$ cat src/tkc_pkg.sv
// Shared constants and types for the timekeeper control and status registers.
package tkc_pkg;

	// ==========================================================
	// Register locations on the five-bit host address.
	localparam logic [4:0] ADDR_STATUS = 5'h00;
	localparam logic [4:0] ADDR_LOC1   = 5'h01;
	localparam logic [4:0] ADDR_LOC2   = 5'h02;
	localparam logic [4:0] ADDR_LOC3   = 5'h03;
	localparam logic [4:0] ADDR_LOC4   = 5'h04;
	localparam logic [4:0] ADDR_T0_LSB = 5'h0F;
	localparam logic [4:0] ADDR_T0_MSB = 5'h10;
	localparam logic [4:0] ADDR_T1_LSB = 5'h11;
	localparam logic [4:0] ADDR_T1_MSB = 5'h12;
	localparam logic [4:0] ADDR_TEST   = 5'h1F;
	localparam int         RAM_WORDS   = 31;

	// ==========================================================
	// Bit positions.
	localparam int ST_BLOCK   = 6;
	localparam int ST_PAGE    = 7;
	localparam int TC_RD      = 6;
	localparam int TC_CHG     = 7;
	localparam int RT_DELAY   = 5;
	localparam int RT_SAVE    = 7;
	localparam int PF_OSC     = 6;
	localparam int PF_TEST    = 7;
	localparam int MD_RUN     = 3;
	localparam int MD_SBY_INT = 4;
	localparam int MD_SBY_TMR = 5;
	localparam int IC1_ALARM  = 6;
	localparam int IC1_POWER_FAIL_IN  = 7;
	localparam int IC0_T0     = 6;
	localparam int IC0_T1     = 7;
	localparam logic [1:0] TMR_ONESHOT = 2'h0;
	localparam logic [1:0] TMR_RETRIG  = 2'h3;

	// ==========================================================
	// Reset values.
	localparam logic [7:0] REG_RST     = 8'h00;
	localparam logic [4:0] ST_FLAG_RST = 5'h00;
	localparam logic       SINGLE_RST  = 1'b1;
	localparam logic       OSC_RST     = 1'b1;

	// ==========================================================
	// Timing.
	localparam int CLK_MHZ        = 40;
	localparam int LOCK_LONG_US   = 480;
	localparam int LOCK_SHORT_US  = 30;
	localparam int LOCK_LONG_CYC  = LOCK_LONG_US * CLK_MHZ;
	localparam int LOCK_SHORT_CYC = LOCK_SHORT_US * CLK_MHZ;

	// ==========================================================
	// Carriers.
	typedef struct packed {
		logic       suspend_retrigger_bit;
		logic       rd;
		logic [2:0] clksel;
		logic [1:0] mode;
		logic       run;
	} tkc_tmr_ctl_t;

	typedef struct packed {
		logic [5:0] periodic;
		logic       alarm;
		logic [1:0] tmr_timeout;
		logic       year_end;
		logic       osc_fail;
	} tkc_evt_t;

	typedef struct packed {
		logic       cs_n;
		logic       rd_n;
		logic       wr_n;
		logic [4:0] addr;
		logic [7:0] data;
	} tkc_host_t;

	localparam tkc_host_t HOST_IDLE = '{cs_n: 1'b1, rd_n: 1'b1, wr_n: 1'b1, addr: 5'h00, data: 8'h00};

endpackage : tkc_pkg

$ cat src/tkc_regs.sv
// Host register port, status flags, timer control and mode registers of the timekeeper.
module tkc_regs #(
	parameter int LOCK_LONG_CYC = tkc_pkg::LOCK_LONG_CYC
) (
	input  wire logic               clk_i,
	input  wire logic               srst_i,
	input  wire logic               ce_i,
	input  wire logic               host_cs_n_i,
	input  wire logic               host_rd_n_i,
	input  wire logic               host_wr_n_i,
	input  wire logic [4:0]         host_addr_i,
	input  wire logic [7:0]         host_data_i,
	output logic      [7:0]         host_data_o,
	output logic                    host_data_oe_o,
	input  wire logic               power_fail_in_n_i,
	input  wire logic               backup_supply_low_i,
	input  wire logic               osc_running_i,
	input  wire logic               standby_i,
	input  wire tkc_pkg::tkc_evt_t  evt_i,
	input  wire logic [15:0]        tmr0_count_i,
	input  wire logic [15:0]        tmr1_count_i,
	output logic                    interrupt_out_pin_o,
	output logic                    multi_function_out_pin_o,
	output tkc_pkg::tkc_tmr_ctl_t   tmr0_ctl_o,
	output tkc_pkg::tkc_tmr_ctl_t   tmr1_ctl_o,
	output logic      [1:0]         tmr_retrig_o,
	output logic                    tmr_pins_en_o,
	output logic                    tmr_standby_run_o,
	output logic      [7:0]         clk_mode_o,
	output logic                    leap_feb29_en_o,
	output logic                    single_supply_o,
	output logic                    test_enable_o,
	output logic      [7:0]         test_reg_o,
	output logic                    time_save_track_o,
	output logic                    host_locked_o
);

	// ==========================================================
	// Synchronisers. Address and data are expected to settle before the strobe.
	tkc_pkg::tkc_host_t host_s1_r, host_s2_r;
	logic [2:0]         pin_s1_r, pin_s2_r;
	logic               rd_prev_r, wr_prev_r, pf_prev_r, sby_prev_r;

	// Both stages of host and analog pins.
	always_ff @(posedge clk_i) begin
		if (srst_i) begin
			host_s1_r <= tkc_pkg::HOST_IDLE;
			host_s2_r <= tkc_pkg::HOST_IDLE;
			pin_s1_r  <= 3'h1;
			pin_s2_r  <= 3'h1;
		end else if (ce_i) begin
			host_s1_r <= '{cs_n: host_cs_n_i, rd_n: host_rd_n_i, wr_n: host_wr_n_i,
				addr: host_addr_i, data: host_data_i};
			host_s2_r <= host_s1_r;
			pin_s1_r  <= {osc_running_i, backup_supply_low_i, power_fail_in_n_i};
			pin_s2_r  <= pin_s1_r;
		end
	end

	logic power_fail_in_n, batt_low, osc_ok, rd_act, wr_act, rd_go, wr_go, pf_fall, sby_entry;
	assign power_fail_in_n  = pin_s2_r[0];
	assign batt_low = pin_s2_r[1];
	assign osc_ok   = pin_s2_r[2];
	assign rd_act   = !host_s2_r.cs_n && !host_s2_r.rd_n;
	assign wr_act   = !host_s2_r.cs_n && !host_s2_r.wr_n;

	// Edge history; an access acts only on the first synchronised cycle of its strobe.
	always_ff @(posedge clk_i) begin
		if (srst_i) begin
			rd_prev_r  <= 1'b0;
			wr_prev_r  <= 1'b0;
			pf_prev_r  <= 1'b1;
			sby_prev_r <= 1'b0;
		end else if (ce_i) begin
			rd_prev_r  <= rd_act;
			wr_prev_r  <= wr_act;
			pf_prev_r  <= power_fail_in_n;
			sby_prev_r <= standby_i;
		end
	end

	assign rd_go     = rd_act && !rd_prev_r && !host_locked_o;
	assign wr_go     = wr_act && !wr_prev_r && !host_locked_o;
	assign pf_fall   = pf_prev_r && !power_fail_in_n;
	assign sby_entry = standby_i && !sby_prev_r;

	// ==========================================================
	// Register state and address decode.
	logic [4:0]              st_flag_r;
	logic                    page_r, block_r;
	tkc_pkg::tkc_tmr_ctl_t   tc_r [2];
	logic [15:0]             hold_r [2];
	logic [15:0]             cnt [2];
	logic [5:0]              per_r;
	logic                    osc_flag_r;
	logic [7:0]              route_r, md_r, icr0_r, icr1_r;
	logic [7:0]              ram [1:tkc_pkg::RAM_WORDS];
	logic [4:0]              a;
	logic [7:0]              wd;
	logic                    p0, st_sel, l1, l2, l3, l4;
	logic [1:0]              w_tc, r_lsb;

	assign cnt[0] = tmr0_count_i;
	assign cnt[1] = tmr1_count_i;
	assign a      = host_s2_r.addr;
	assign wd     = host_s2_r.data;
	assign st_sel = (a == tkc_pkg::ADDR_STATUS);
	assign p0     = !page_r && !st_sel;
	assign l1     = p0 && (a == tkc_pkg::ADDR_LOC1);
	assign l2     = p0 && (a == tkc_pkg::ADDR_LOC2);
	assign l3     = p0 && (a == tkc_pkg::ADDR_LOC3);
	assign l4     = p0 && (a == tkc_pkg::ADDR_LOC4);
	assign w_tc   = {wr_go && l2 && !block_r, wr_go && l1 && !block_r};
	assign r_lsb  = {rd_go && p0 && (a == tkc_pkg::ADDR_T1_LSB), rd_go && p0 && (a == tkc_pkg::ADDR_T0_LSB)};

	// ==========================================================
	// Main status flags; hardware set wins over a host clear in the same cycle.
	logic       tmr_int_ok;
	logic [4:0] st_set, st_clr, pend;
	assign tmr_int_ok = !standby_i || md_r[tkc_pkg::MD_SBY_TMR];
	assign st_set = {evt_i.tmr_timeout[1], evt_i.tmr_timeout[0], evt_i.alarm,
		|(evt_i.periodic & icr0_r[5:0]), 1'b0};
	assign st_clr = (wr_go && st_sel) ? {wd[5:1]} & 5'h1E : 5'h00;
	assign pend = st_flag_r & {icr0_r[tkc_pkg::IC0_T1] && tmr_int_ok, icr0_r[tkc_pkg::IC0_T0] && tmr_int_ok,
		icr1_r[tkc_pkg::IC1_ALARM], 1'b1, icr1_r[tkc_pkg::IC1_POWER_FAIL_IN]};

	// Status flags and selects. The power-fail flag just follows the pin.
	always_ff @(posedge clk_i) begin
		if (srst_i) begin
			st_flag_r <= tkc_pkg::ST_FLAG_RST;
			page_r    <= 1'b0;
			block_r   <= 1'b0;
		end else if (ce_i) begin
			st_flag_r[4:1] <= (st_flag_r[4:1] & ~st_clr[4:1]) | st_set[4:1];
			st_flag_r[0]   <= !power_fail_in_n;
			if (wr_go && st_sel) begin
				block_r <= wd[tkc_pkg::ST_BLOCK];
				page_r  <= wd[tkc_pkg::ST_PAGE];
			end
		end
	end

	// Interrupt steering onto the two outputs, registered.
	always_ff @(posedge clk_i) begin
		if (srst_i) begin
			interrupt_out_pin_o      <= 1'b0;
			multi_function_out_pin_o <= 1'b0;
		end else if (ce_i) begin
			interrupt_out_pin_o      <= |(pend & ~route_r[4:0]);
			multi_function_out_pin_o <= |(pend & route_r[4:0]);
		end
	end

	// ==========================================================
	// Timer control. A written one in the read bit snapshots the count into the hold register.
	always_ff @(posedge clk_i) begin
		if (srst_i) begin
			for (int i = 0; i < 2; i++) begin
				tc_r[i]   <= tkc_pkg::REG_RST;
				hold_r[i] <= 16'h0000;
			end
			tmr_retrig_o <= 2'h0;
		end else if (ce_i) begin
			for (int i = 0; i < 2; i++) begin
				tmr_retrig_o[i] <= w_tc[i] && wd[tkc_pkg::TC_CHG] && (wd[2:1] == tkc_pkg::TMR_RETRIG);
				if (w_tc[i]) begin
					tc_r[i] <= wd;
					if (wd[tkc_pkg::TC_RD])
						hold_r[i] <= cnt[i];
				end
				if (r_lsb[i])
					tc_r[i].rd <= 1'b0;
				if (evt_i.tmr_timeout[i] && (tc_r[i].mode == tkc_pkg::TMR_ONESHOT))
					tc_r[i].run <= 1'b0;
			end
		end
	end

	assign tmr0_ctl_o = tc_r[0];
	assign tmr1_ctl_o = tc_r[1];

	// Standby handling of the timers and their pins.
	always_ff @(posedge clk_i) begin
		if (srst_i) begin
			tmr_pins_en_o     <= 1'b1;
			tmr_standby_run_o <= 1'b1;
		end else if (ce_i) begin
			tmr_pins_en_o     <= !standby_i;
			tmr_standby_run_o <= !standby_i || md_r[tkc_pkg::MD_SBY_TMR];
		end
	end

	// ==========================================================
	// Periodic flags, oscillator-fail flag, supply mode and test enable.
	logic per_rd;
	assign per_rd = rd_go && l3 && !block_r;

	always_ff @(posedge clk_i) begin
		if (srst_i) begin
			per_r           <= 6'h00;
			osc_flag_r      <= tkc_pkg::OSC_RST;
			single_supply_o <= tkc_pkg::SINGLE_RST;
			test_enable_o   <= 1'b0;
		end else if (ce_i) begin
			per_r <= (per_rd ? 6'h00 : per_r) | evt_i.periodic;
			if (wr_go && l3 && !block_r) begin
				single_supply_o <= wd[tkc_pkg::PF_OSC];
				test_enable_o   <= wd[tkc_pkg::PF_TEST];
			end
			if (wr_go && l1 && block_r && wd[tkc_pkg::MD_RUN] && osc_ok)
				osc_flag_r <= 1'b0;
			if (evt_i.osc_fail) begin
				osc_flag_r      <= 1'b1;
				single_supply_o <= 1'b1;
			end
		end
	end

	// Test register; only reachable while test mode is enabled.
	always_ff @(posedge clk_i) begin
		if (srst_i)
			test_reg_o <= tkc_pkg::REG_RST;
		else if (ce_i && wr_go && p0 && test_enable_o && (a == tkc_pkg::ADDR_TEST))
			test_reg_o <= wd;
	end

	// ==========================================================
	// Routing register. Power failure freezes the time-save copy, overriding a write.
	always_ff @(posedge clk_i) begin
		if (srst_i) begin
			route_r <= tkc_pkg::REG_RST;
		end else if (ce_i) begin
			if (wr_go && l4 && !block_r)
				route_r <= wd & 8'hBF;
			if (pf_fall)
				route_r[tkc_pkg::RT_SAVE] <= 1'b0;
		end
	end

	assign time_save_track_o = route_r[tkc_pkg::RT_SAVE];

	// ==========================================================
	// Mode register and interrupt enables.
	always_ff @(posedge clk_i) begin
		if (srst_i) begin
			md_r <= tkc_pkg::REG_RST;
		end else if (ce_i) begin
			if (wr_go && l1 && block_r) begin
				md_r <= wd;
				md_r[tkc_pkg::MD_RUN] <= wd[tkc_pkg::MD_RUN] && osc_ok;
			end else if (evt_i.year_end) begin
				md_r[1:0] <= md_r[1:0] + 2'h1;
			end
			if (evt_i.osc_fail)
				md_r[tkc_pkg::MD_RUN] <= 1'b0;
		end
	end

	assign clk_mode_o = md_r;

	// Leap day permission, registered.
	always_ff @(posedge clk_i) begin
		if (srst_i)
			leap_feb29_en_o <= 1'b1;
		else if (ce_i)
			leap_feb29_en_o <= (md_r[1:0] == 2'h0);
	end

	// Interrupt enables; entering standby without interrupt retention wipes them.
	always_ff @(posedge clk_i) begin
		if (srst_i) begin
			icr0_r <= tkc_pkg::REG_RST;
			icr1_r <= tkc_pkg::REG_RST;
		end else if (ce_i) begin
			if (wr_go && l3 && block_r)
				icr0_r <= wd;
			if (wr_go && l4 && block_r)
				icr1_r <= wd;
			if (sby_entry && !md_r[tkc_pkg::MD_SBY_INT]) begin
				icr0_r      <= 8'h00;
				icr1_r[7:6] <= 2'h0;
			end
		end
	end

	// ==========================================================
	// General RAM of the second page; no reset, like the storage it models.
	always_ff @(posedge clk_i) begin
		if (ce_i && wr_go && page_r && !st_sel)
			ram[a] <= wd;
	end

	// ==========================================================
	// Host lockout after power failure.
	typedef enum logic [1:0] {LK_IDLE, LK_WAIT, LK_LOCKED} tkc_lock_t;
	tkc_lock_t   lk_r;
	logic [15:0] lk_cnt_r;
	logic        lk_long_r;

	always_ff @(posedge clk_i) begin
		if (srst_i) begin
			lk_r          <= LK_IDLE;
			lk_cnt_r      <= 16'h0000;
			lk_long_r     <= 1'b0;
			host_locked_o <= 1'b0;
		end else if (ce_i) begin
			case (lk_r)
				LK_IDLE: begin
					lk_cnt_r <= 16'h0000;
					if (pf_fall) begin
						lk_r      <= LK_WAIT;
						lk_long_r <= route_r[tkc_pkg::RT_DELAY];
					end
				end
				LK_WAIT: begin
					lk_cnt_r <= lk_cnt_r + 16'h0001;
					if (power_fail_in_n) begin
						lk_r <= LK_IDLE;
					end else if ((lk_long_r && (!route_r[tkc_pkg::RT_DELAY]
						|| lk_cnt_r == 16'(LOCK_LONG_CYC - 1)))
						|| (!lk_long_r && lk_cnt_r == 16'(tkc_pkg::LOCK_SHORT_CYC - 1))) begin
						lk_r          <= LK_LOCKED;
						host_locked_o <= 1'b1;
					end
				end
				LK_LOCKED: begin
					if (power_fail_in_n) begin
						lk_r          <= LK_IDLE;
						host_locked_o <= 1'b0;
					end
				end
				default: begin
					lk_r          <= LK_IDLE;
					host_locked_o <= 1'b0;
				end
			endcase
		end
	end

	// ==========================================================
	// Read path. Data is captured once at the strobe start and held for the host.
	logic [7:0] rd_mux;

	always_comb begin
		rd_mux = 8'h00;
		if (st_sel)
			rd_mux = {page_r, block_r, st_flag_r, interrupt_out_pin_o || multi_function_out_pin_o};
		else if (page_r)
			rd_mux = ram[a];
		else begin
			case (a)
				tkc_pkg::ADDR_LOC1:   rd_mux = block_r ? md_r : tc_r[0];
				tkc_pkg::ADDR_LOC2:   rd_mux = block_r ? 8'h00 : tc_r[1];
				tkc_pkg::ADDR_LOC3:   rd_mux = block_r ? icr0_r : {test_enable_o, osc_flag_r, per_r};
				tkc_pkg::ADDR_LOC4:   rd_mux = block_r ? icr1_r : {route_r[7],
					batt_low && icr1_r[tkc_pkg::IC1_POWER_FAIL_IN], route_r[5:0]};
				tkc_pkg::ADDR_T0_LSB: rd_mux = hold_r[0][7:0];
				tkc_pkg::ADDR_T0_MSB: rd_mux = hold_r[0][15:8];
				tkc_pkg::ADDR_T1_LSB: rd_mux = hold_r[1][7:0];
				tkc_pkg::ADDR_T1_MSB: rd_mux = hold_r[1][15:8];
				tkc_pkg::ADDR_TEST:   rd_mux = test_enable_o ? test_reg_o : 8'h00;
				default:              rd_mux = 8'h00;
			endcase
		end
	end

	// Output data and its enable.
	always_ff @(posedge clk_i) begin
		if (srst_i) begin
			host_data_o    <= 8'h00;
			host_data_oe_o <= 1'b0;
		end else if (ce_i) begin
			if (rd_go)
				host_data_o <= rd_mux;
			host_data_oe_o <= rd_act && !host_locked_o;
		end
	end

	// ==========================================================
	// Checks.
	chk_power_fail_in_follow: assert property (@(posedge clk_i) disable iff (srst_i)
		ce_i |=> (st_flag_r[0] == !$past(power_fail_in_n))) else $error("power-fail flag does not track pin");
	chk_irq_cause: assert property (@(posedge clk_i) disable iff (srst_i)
		(interrupt_out_pin_o || multi_function_out_pin_o) |-> $past(st_flag_r != 5'h00))
		else $error("interrupt output without status flag");
	chk_set_wins: assert property (@(posedge clk_i) disable iff (srst_i)
		(ce_i && evt_i.alarm) |=> st_flag_r[2]) else $error("alarm event lost");
	chk_per_clear: assert property (@(posedge clk_i) disable iff (srst_i)
		(ce_i && per_rd && evt_i.periodic == 6'h00) |=> (per_r == 6'h00)) else $error("periodic flags not cleared");
	chk_osc_fail: assert property (@(posedge clk_i) disable iff (srst_i)
		(ce_i && evt_i.osc_fail) |=> (osc_flag_r && single_supply_o && !md_r[tkc_pkg::MD_RUN]))
		else $error("oscillator failure not applied");
	chk_oneshot_stop: assert property (@(posedge clk_i) disable iff (srst_i)
		(ce_i && evt_i.tmr_timeout[0] && tc_r[0].mode == tkc_pkg::TMR_ONESHOT) |=> !tc_r[0].run)
		else $error("mode 0 timer kept running");
	chk_short_lock: assert property (@(posedge clk_i) disable iff (srst_i)
		(ce_i && lk_r == LK_WAIT && !lk_long_r && !power_fail_in_n && lk_cnt_r == 16'(tkc_pkg::LOCK_SHORT_CYC - 1))
		|=> host_locked_o) else $error("short lockout late");
	chk_sby_clear: assert property (@(posedge clk_i) disable iff (srst_i)
		(ce_i && sby_entry && !md_r[tkc_pkg::MD_SBY_INT]) |=> (icr0_r == 8'h00 && icr1_r[7:6] == 2'h0))
		else $error("standby entry kept enables");
	chk_save_freeze: assert property (@(posedge clk_i) disable iff (srst_i)
		(ce_i && pf_fall) |=> !time_save_track_o) else $error("time-save not frozen");
	chk_retrig_mode: assert property (@(posedge clk_i) disable iff (srst_i)
		tmr_retrig_o[0] |-> (tc_r[0].mode == tkc_pkg::TMR_RETRIG)) else $error("retrigger outside mode 3");

endmodule : tkc_regs

$ cat config.mk
export PLATFORM = sky130hd
export DESIGN_NAME = tkc_regs
export DESIGN_NICKNAME = d
export VERILOG_FILES = /design/src/tkc_pkg.sv /design/src/tkc_regs.sv
export SDC_FILE = /design/constraint.sdc
export NUM_CORES = 1
export LEC_CHECK = 0
export BUFFER_PORTS_ARGS = -buffer_cell sky130_fd_sc_hd__clkbuf_2
export CAP_MARGIN = 20
export CORE_MARGIN = 5
export CORE_UTILIZATION = 55
export CTS_CLUSTER_DIAMETER = 80
export DETAILED_ROUTE_END_ITERATION = 8
export PLACE_DENSITY = 0.83
export REMOVE_ABC_BUFFERS = 1
export SYNTH_ARGS = -nofsm -noshare
export SYNTH_HDL_FRONTEND = slang
export SYNTH_SLANG_ARGS = --single-unit
$ cat constraint.sdc
create_clock -name clk_i -period 4.3 [get_ports clk_i]
set_input_delay 0.215 -clock clk_i [delete_from_list [all_inputs] [get_ports clk_i]]
set_output_delay 0.215 -clock clk_i [all_outputs]
set_load 0.1 [all_outputs]
==> flow_metrics.py, run 1 <==
metrics = {
    "timing": {
        "fin_ws_ns": 1.09,
        "hold_viol": 0,
        "slew_viol_final": 0,
        "worstMarginPinSlew_ns": 1.16,
        "slew_headroom_pct": 21.9,
        "fin_hold_ws_ns": 0.0151,
        "rsz0062_at_grt": "false",
        "period_needed_ns": 3.21,
        "fmax_mhz": 312,
        "setup_tns_ns": 0,
        "final-setup-viol-count": 0,
        "skew_ns": 0.0330,
        "fin_crit_sh_pct": 74.6,
    },
    "yosys": {
        "synth_flop_cell": "edfxtp_1",
        "synthCells": 1320,
        "syn-cell-area_um2": 17800,
        "ys_seq_area_share_pct": 65.4,
        "avgSynthCellArea_um2": 13.5,
        "async_flop_share_pct": 0,
        "synth-edff-count": 294,
        "synth_cell_type_count": 65,
        "synth_seq_cells": 434,
        "yosysWarningCount": 0,
    },
    "global_routing": {
        "grt_use_total_pct": 27.2,
        "grt_pass1_wl_mm": 75.6,
        "grt_pass1_vias": 12500,
        "grt_max_degree": 63,
        "antenna_found_initial": 0,
        "overflow": 0,
    },
    "floorplanning": {
        "die_w_um": 190,
        "initial_core_util_pct": 56.1,
        "ioPinCount": 118,
        "row_count": 65,
        "core_um2": 31700,
        "die_area_um2": 36100,
        "die_h_um": 190,
    },
    "final_layout": {
        "layout.cells.most_common_list": "edfxtp_1, nor2_1, dfxtp_1",
        "layout_commonest_cell": "edfxtp_1",
        "multiInputGateArea_um2": 5770,
        "regArea_um2": 11600,
        "area_delta_synth_final_pct": 16.5,
        "diodes": 0,
        "drive_gt1_share_pct": 18.6,
        "fill_cells": 2199,
        "fin_nets": 1553,
    },
    "cts": {
        "cts_setup_buffers": 0,
        "numCtsBuffers": 44,
        "cts.htree.levels": 2,
        "cts.clk_slew.worst_paths_ns": 0.06,
        "cts_sinks": 434,
        "cts_tree": "built",
        "clockRootBuffer": "clkbuf_16",
        "clk_latency_ns": 0.55,
        "post_cts_resized": 0,
        "cts_buffer_depth": 3,
    },
    "run": {
        "max_cap_viol_count": 0,
    },
    "drt": {
        "firstDrtPassIters": 6,
        "num_vias": 12500,
        "ant_nets": 0,
        "route.detailed.drc": 0,
        "wl_per_cell_um": 25.6,
        "dr.first_iter.drc_count": 1534,
        "drt-total-wl_mm": 49.2,
        "viasPerCell": 6.48,
    },
    "placement": {
        "gp_congestion": 0.981,
        "portBuffers": 117,
        "dpl.hpwl_mm": 31.6,
        "pre_cts_ws_ns": 1.22,
    },
    "critical_path": {
        "worst-path-max-fanout": 21,
        "cp-end-kind": "flip-flop",
        "crit_path_start_kind": "flip-flop",
        "cp.arrival_ns": 3.38,
        "required_ns": 4.47,
        "crit_type": "reg -> reg",
    },
    "pwr": {
        "irDropWorstVdd_mv": 0.329,
        "power.leakage_nw": 7.03,
        "powerDensity_nw_per_um2": 418,
    },
    "run_status": {
        "status": "complete, no violations",
    },
    "worst_hold_path": {
        "hold_path_class": "in -> reg",
    },
}
==> stage by stage <==
step,total power [mW],util [%],instance area [µm²],instances
2_1_floorplan,4.85,-,17500,1237
3_3_place_gp,5.01,59.1,18800,1781
3_5_place_dp,5.02,59.1,18800,1781
4_1_cts,8.66,65.4,20700,1922
5_1_grt,8.90,65.4,20700,1922
6_report,8.66,65.4,20700,1922
==> worst max-delay path, stage by stage, from the launching register on <==
cell and delay (ns):
dfxtp_1 0.85, nand2b_1 0.40, or2_1 0.42, nor4_1 0.44, nand2_1 0.12, nand2_1 0.60
==> power by group <==
group / internal, mW / switching, mW / total [mW]
clock: 2.07 / 1.60 / 3.67
combinational: 0.167 / 0.284 / 0.451
sequential: 4.48 / 0.0652 / 4.54
total: 6.71 / 1.95 / 8.66
==> metal layers <==
metal	part of all wire (%)	vias up	track usage (%)
met5	0	-	0
met4	4.5	0	10.5
met3	9.8	142	4.79
met2	49	828	45.4
met1	37	6155	36.0
li1	-	5326	-
==> state kept, by name, indices dropped and copies added, names as in the netlist, 16 cells and up, named ones only <==
| signal | flops |
|---|---|
| tc_r | 16 |
| ram | 248 |
| hold_r | 32 |
| lk_cnt_r | 16 |
| host_s1_r | 16 |
==> worst paths after layout <==
check / slack, ns / from / end / cells after the start
min reg2reg: 0.48 / per_r[5] / per_r[5] / 1
max: 1.09 / a[0] / hold_r[0][11] / 5
min: 0.02 / host_addr_i[0] / host_s1_r[8] / 3
max reg2reg: 1.09 / a[0] / hold_r[0][11] / 5
==> synthesized netlist by cell type (all sizes together) (5+ instances only) <==
cell     number  area share (%)
nand2        92             2.0
a31oi         6            0.21
a2111oi       5            0.25
mux4         50             6.3
edfxtp      294              50
nand3b        7            0.30
mux2          8            0.51
or2           6            0.21
nor2b         8            0.28
a221oi       10            0.49
nand3        46             1.3
xor2         11            0.54
or3b          5            0.25
clkbuf       57             1.2
and2         42             1.5
o22ai         6            0.21
or3           7            0.27
o21ai        15            0.42
o211ai        5            0.21
nand4        14            0.49
a22o          9            0.44
nor4          8            0.37
nor2        141             3.0
a21oi        48             1.4
mux2i       108             6.1
nor3         26            0.76
a22oi        31             1.3
buf          26            0.74
a211oi        9            0.38
inv          13            0.27
nand2b        8            0.28
and3         12            0.42
o221ai        7            0.34
dfxtp       140              16
==> layout make-up <==
class	count	share of cell area, %
clock buffer	59	5.88
timing repair buffer	202	6.71
clock inverter	22	0.772
sequential	434	56.1
multi-input combinational	789	27.8
tap	402	2.43
inverter	14	0.253
==> cells by family (layout without fill, tap and decap cells) <==
family	Yosys count	count (layout)	synth area share [%]
and+or+nand+nor	435	435	12.0
DFF	434	434	65.4
AOI/OAI and AO/OA	171	171	6.64
muxes	166	166	12.9
buffers and inverters	97	297	2.24
xor gates and xnor gates	15	15	0.738
adders and majority gates	2	2	0.141
==> what timing repair did <==
| item | 4_1_cts | 5_1_grt |
|---|---|---|
| hold endpoints to repair | 62 | 0 |
| hold buffers | 60 | 0 |
| setup endpoints to repair | 0 | 0 |
Note: power is estimated with default switching activity, not from simulation.
==> inputs of run 2 (changes only) <==
--- a/config.mk
+++ b/config.mk
@@ -8,10 +8,10 @@
 export BUFFER_PORTS_ARGS = -buffer_cell sky130_fd_sc_hd__clkbuf_2
 export CAP_MARGIN = 20
 export CORE_MARGIN = 5
-export CORE_UTILIZATION = 55
+export CORE_UTILIZATION = 54
 export CTS_CLUSTER_DIAMETER = 80
 export DETAILED_ROUTE_END_ITERATION = 8
-export PLACE_DENSITY = 0.83
+export PLACE_DENSITY = 0.85
 export REMOVE_ABC_BUFFERS = 1
 export SYNTH_ARGS = -nofsm -noshare
 export SYNTH_HDL_FRONTEND = slang
==> constraint.sdc (replaced) <==
create_clock -name clk_i -period 2.9 [get_ports clk_i]
set_input_delay 0.145 -clock clk_i [delete_from_list [all_inputs] [get_ports clk_i]]
set_output_delay 0.145 -clock clk_i [all_outputs]
set_load 0.1 [all_outputs]
==> run 2 against run 1 <==
Net effect:
- via count rose by 1.1%
- setup slack got worse by 0.85 ns
- clock power is 49% higher
- count of clock-buffer cells in the layout is 4 lower
- combinational power is 60% higher
- largest power group unchanged
- global-route usage is 0.060 points higher
- first-iteration DRC count barely moved
==> flow_metrics.py, run 2 (synthesis results as in run 1) <==
metrics = {
    "run_status": {
        "status": "complete, no violations",
    },
    "cts": {
        "cts.htree.levels": 2,
        "cts_tree": "built",
        "numCtsBuffers": 42,
        "cts_sinks": 434,
        "cts_buffer_depth": 3,
        "post_cts_resized": 0,
        "clk_latency_ns": 0.55,
        "clockRootBuffer": "clkbuf_16",
        "cts.clk_slew.worst_paths_ns": 0.06,
    },
    "floorplanning": {
        "core_um2": 32500,
        "initial_core_util_pct": 54.7,
        "die_area_um2": 36700,
        "row_count": 66,
        "ioPinCount": 118,
        "die_h_um": 192,
        "die_w_um": 192,
    },
    "critical_path": {
        "worst-path-max-fanout": 8,
        "cp-end-kind": "flip-flop",
        "cp.arrival_ns": 3.08,
        "crit_type": "reg -> reg",
        "crit_path_start_kind": "flip-flop",
        "required_ns": 3.32,
    },
    "timing": {
        "slew_viol_final": 0,
        "setup_tns_ns": 0,
        "fin_crit_sh_pct": 91.9,
        "skew_ns": 0.0311,
        "final-setup-viol-count": 0,
        "fin_ws_ns": 0.236,
        "rsz0062_at_grt": "false",
        "slew_headroom_pct": 25.6,
        "fmax_mhz": 375,
        "hold_viol": 0,
        "period_needed_ns": 2.66,
        "worstMarginPinSlew_ns": 1.11,
    },
    "final_layout": {
        "drive_gt1_share_pct": 21.4,
        "fill_cells": 2248,
        "fin_nets": 1616,
        "layout_commonest_cell": "edfxtp_1",
        "reg_top3": "ram (248), hold_r (32)",
        "area_delta_synth_final_pct": 19.7,
        "design_area_um2": 21300,
        "utilization_pct": 65.5,
        "largest_register": "ram",
        "layout.cells.most_common_list": "edfxtp_1, nor2_1, dfxtp_1",
        "largest_register_ffs": 248,
        "diodes": 0,
    },
    "drt": {
        "num_vias": 12600,
        "firstDrtPassIters": 6,
        "route.detailed.drc": 0,
        "wl_per_cell_um": 24.7,
        "dr.first_iter.drc_count": 1533,
        "viasPerCell": 6.22,
        "drt-total-wl_mm": 50.0,
        "ant_nets": 0,
    },
    "worst_hold_path": {
        "hold_path_class": "in -> reg",
    },
    "pwr": {
        "power.leakage_nw": 7.37,
        "powerDensity_nw_per_um2": 605,
        "irDropWorstVdd_mv": 0.556,
        "totalPowerFinal_mw": 12.9,
    },
    "global_routing": {
        "grt_pass1_vias": 12600,
        "grt_pass1_wl_mm": 76.1,
        "antenna_found_initial": 0,
        "overflow": 0,
        "grt_max_degree": 47,
        "grt_use_total_pct": 27.3,
    },
    "placement": {
        "pre_cts_ws_ns": 0.258,
        "dpl.hpwl_mm": 32.5,
        "place_area_um2": 19300,
        "gp_congestion": 0.994,
        "portBuffers": 117,
    },
    "run": {
        "max_cap_viol_count": 0,
    },
}
-- run 2: cell type report --
class | count | area, µm² | area share (%)
flip-flops and latches | 434 | 11600 | 54.6
clock inverters | 22 | 226 | 1.06
multi-input cells | 789 | 5770 | 27.1
repair buffers | 267 | 1910 | 8.97
clock buffers | 55 | 1150 | 5.41
well taps | 442 | 553 | 2.60
inverters | 14 | 52.6 | 0.247
-- run 2: worst paths after layout --
kind	startpoint	endpoint	slack [ns]	depth (start not counted)
setup / recovery	host_s2_r[15]	clk_mode_o[0]	0.24	6
hold / removal	srst_i	host_s1_r[6]	0.04	2
setup reg to reg	host_s2_r[15]	clk_mode_o[0]	0.24	6
hold reg to reg	host_s1_r[14]	host_s1_r[14]	0.48	2
-- run 2: routing by layer --
metal	global-route usage [%]	routed length (µm)	vias up
met3	5.53	4960	159
li1	-	-	5450
met2	45.7	24600	856
met1	35.1	18200	6124
met4	10.8	2250	0
met5	0	0	-
-- run 2: report_power, final --
group          internal, mW  total (mW)  switching, mW
logic                 0.271       0.722          0.450
clock network          3.17        5.46           2.29
registers              6.64        6.72         0.0773
-- run 2: repair_timing --
| action | CTS | global route |
|---|---|---|
| hold buffers | 63 | 0 |
| buffers inserted | 0 | 0 |
| hold endpoints to repair | 68 | 0 |
-- run 2: per-stage QoR --
step	hold WS (ns)	std cells
6_report	0.0408	2023
5_1_grt	0.0354	2023
4_1_cts	0.0148	2023
3_5_place_dp	0.371	1883
3_3_place_gp	0.368	1883
2_1_floorplan	0.207	1237
-- run 2: worst max-delay path, cell delays in order, from the launching register on --
cell	delay, ns
dfxtp_1	0.36
or3_1	0.44
or3b_2	0.57
nor4_4	0.50
mux2_2	0.41
a22oi_1	0.20
nor2_1	0.07
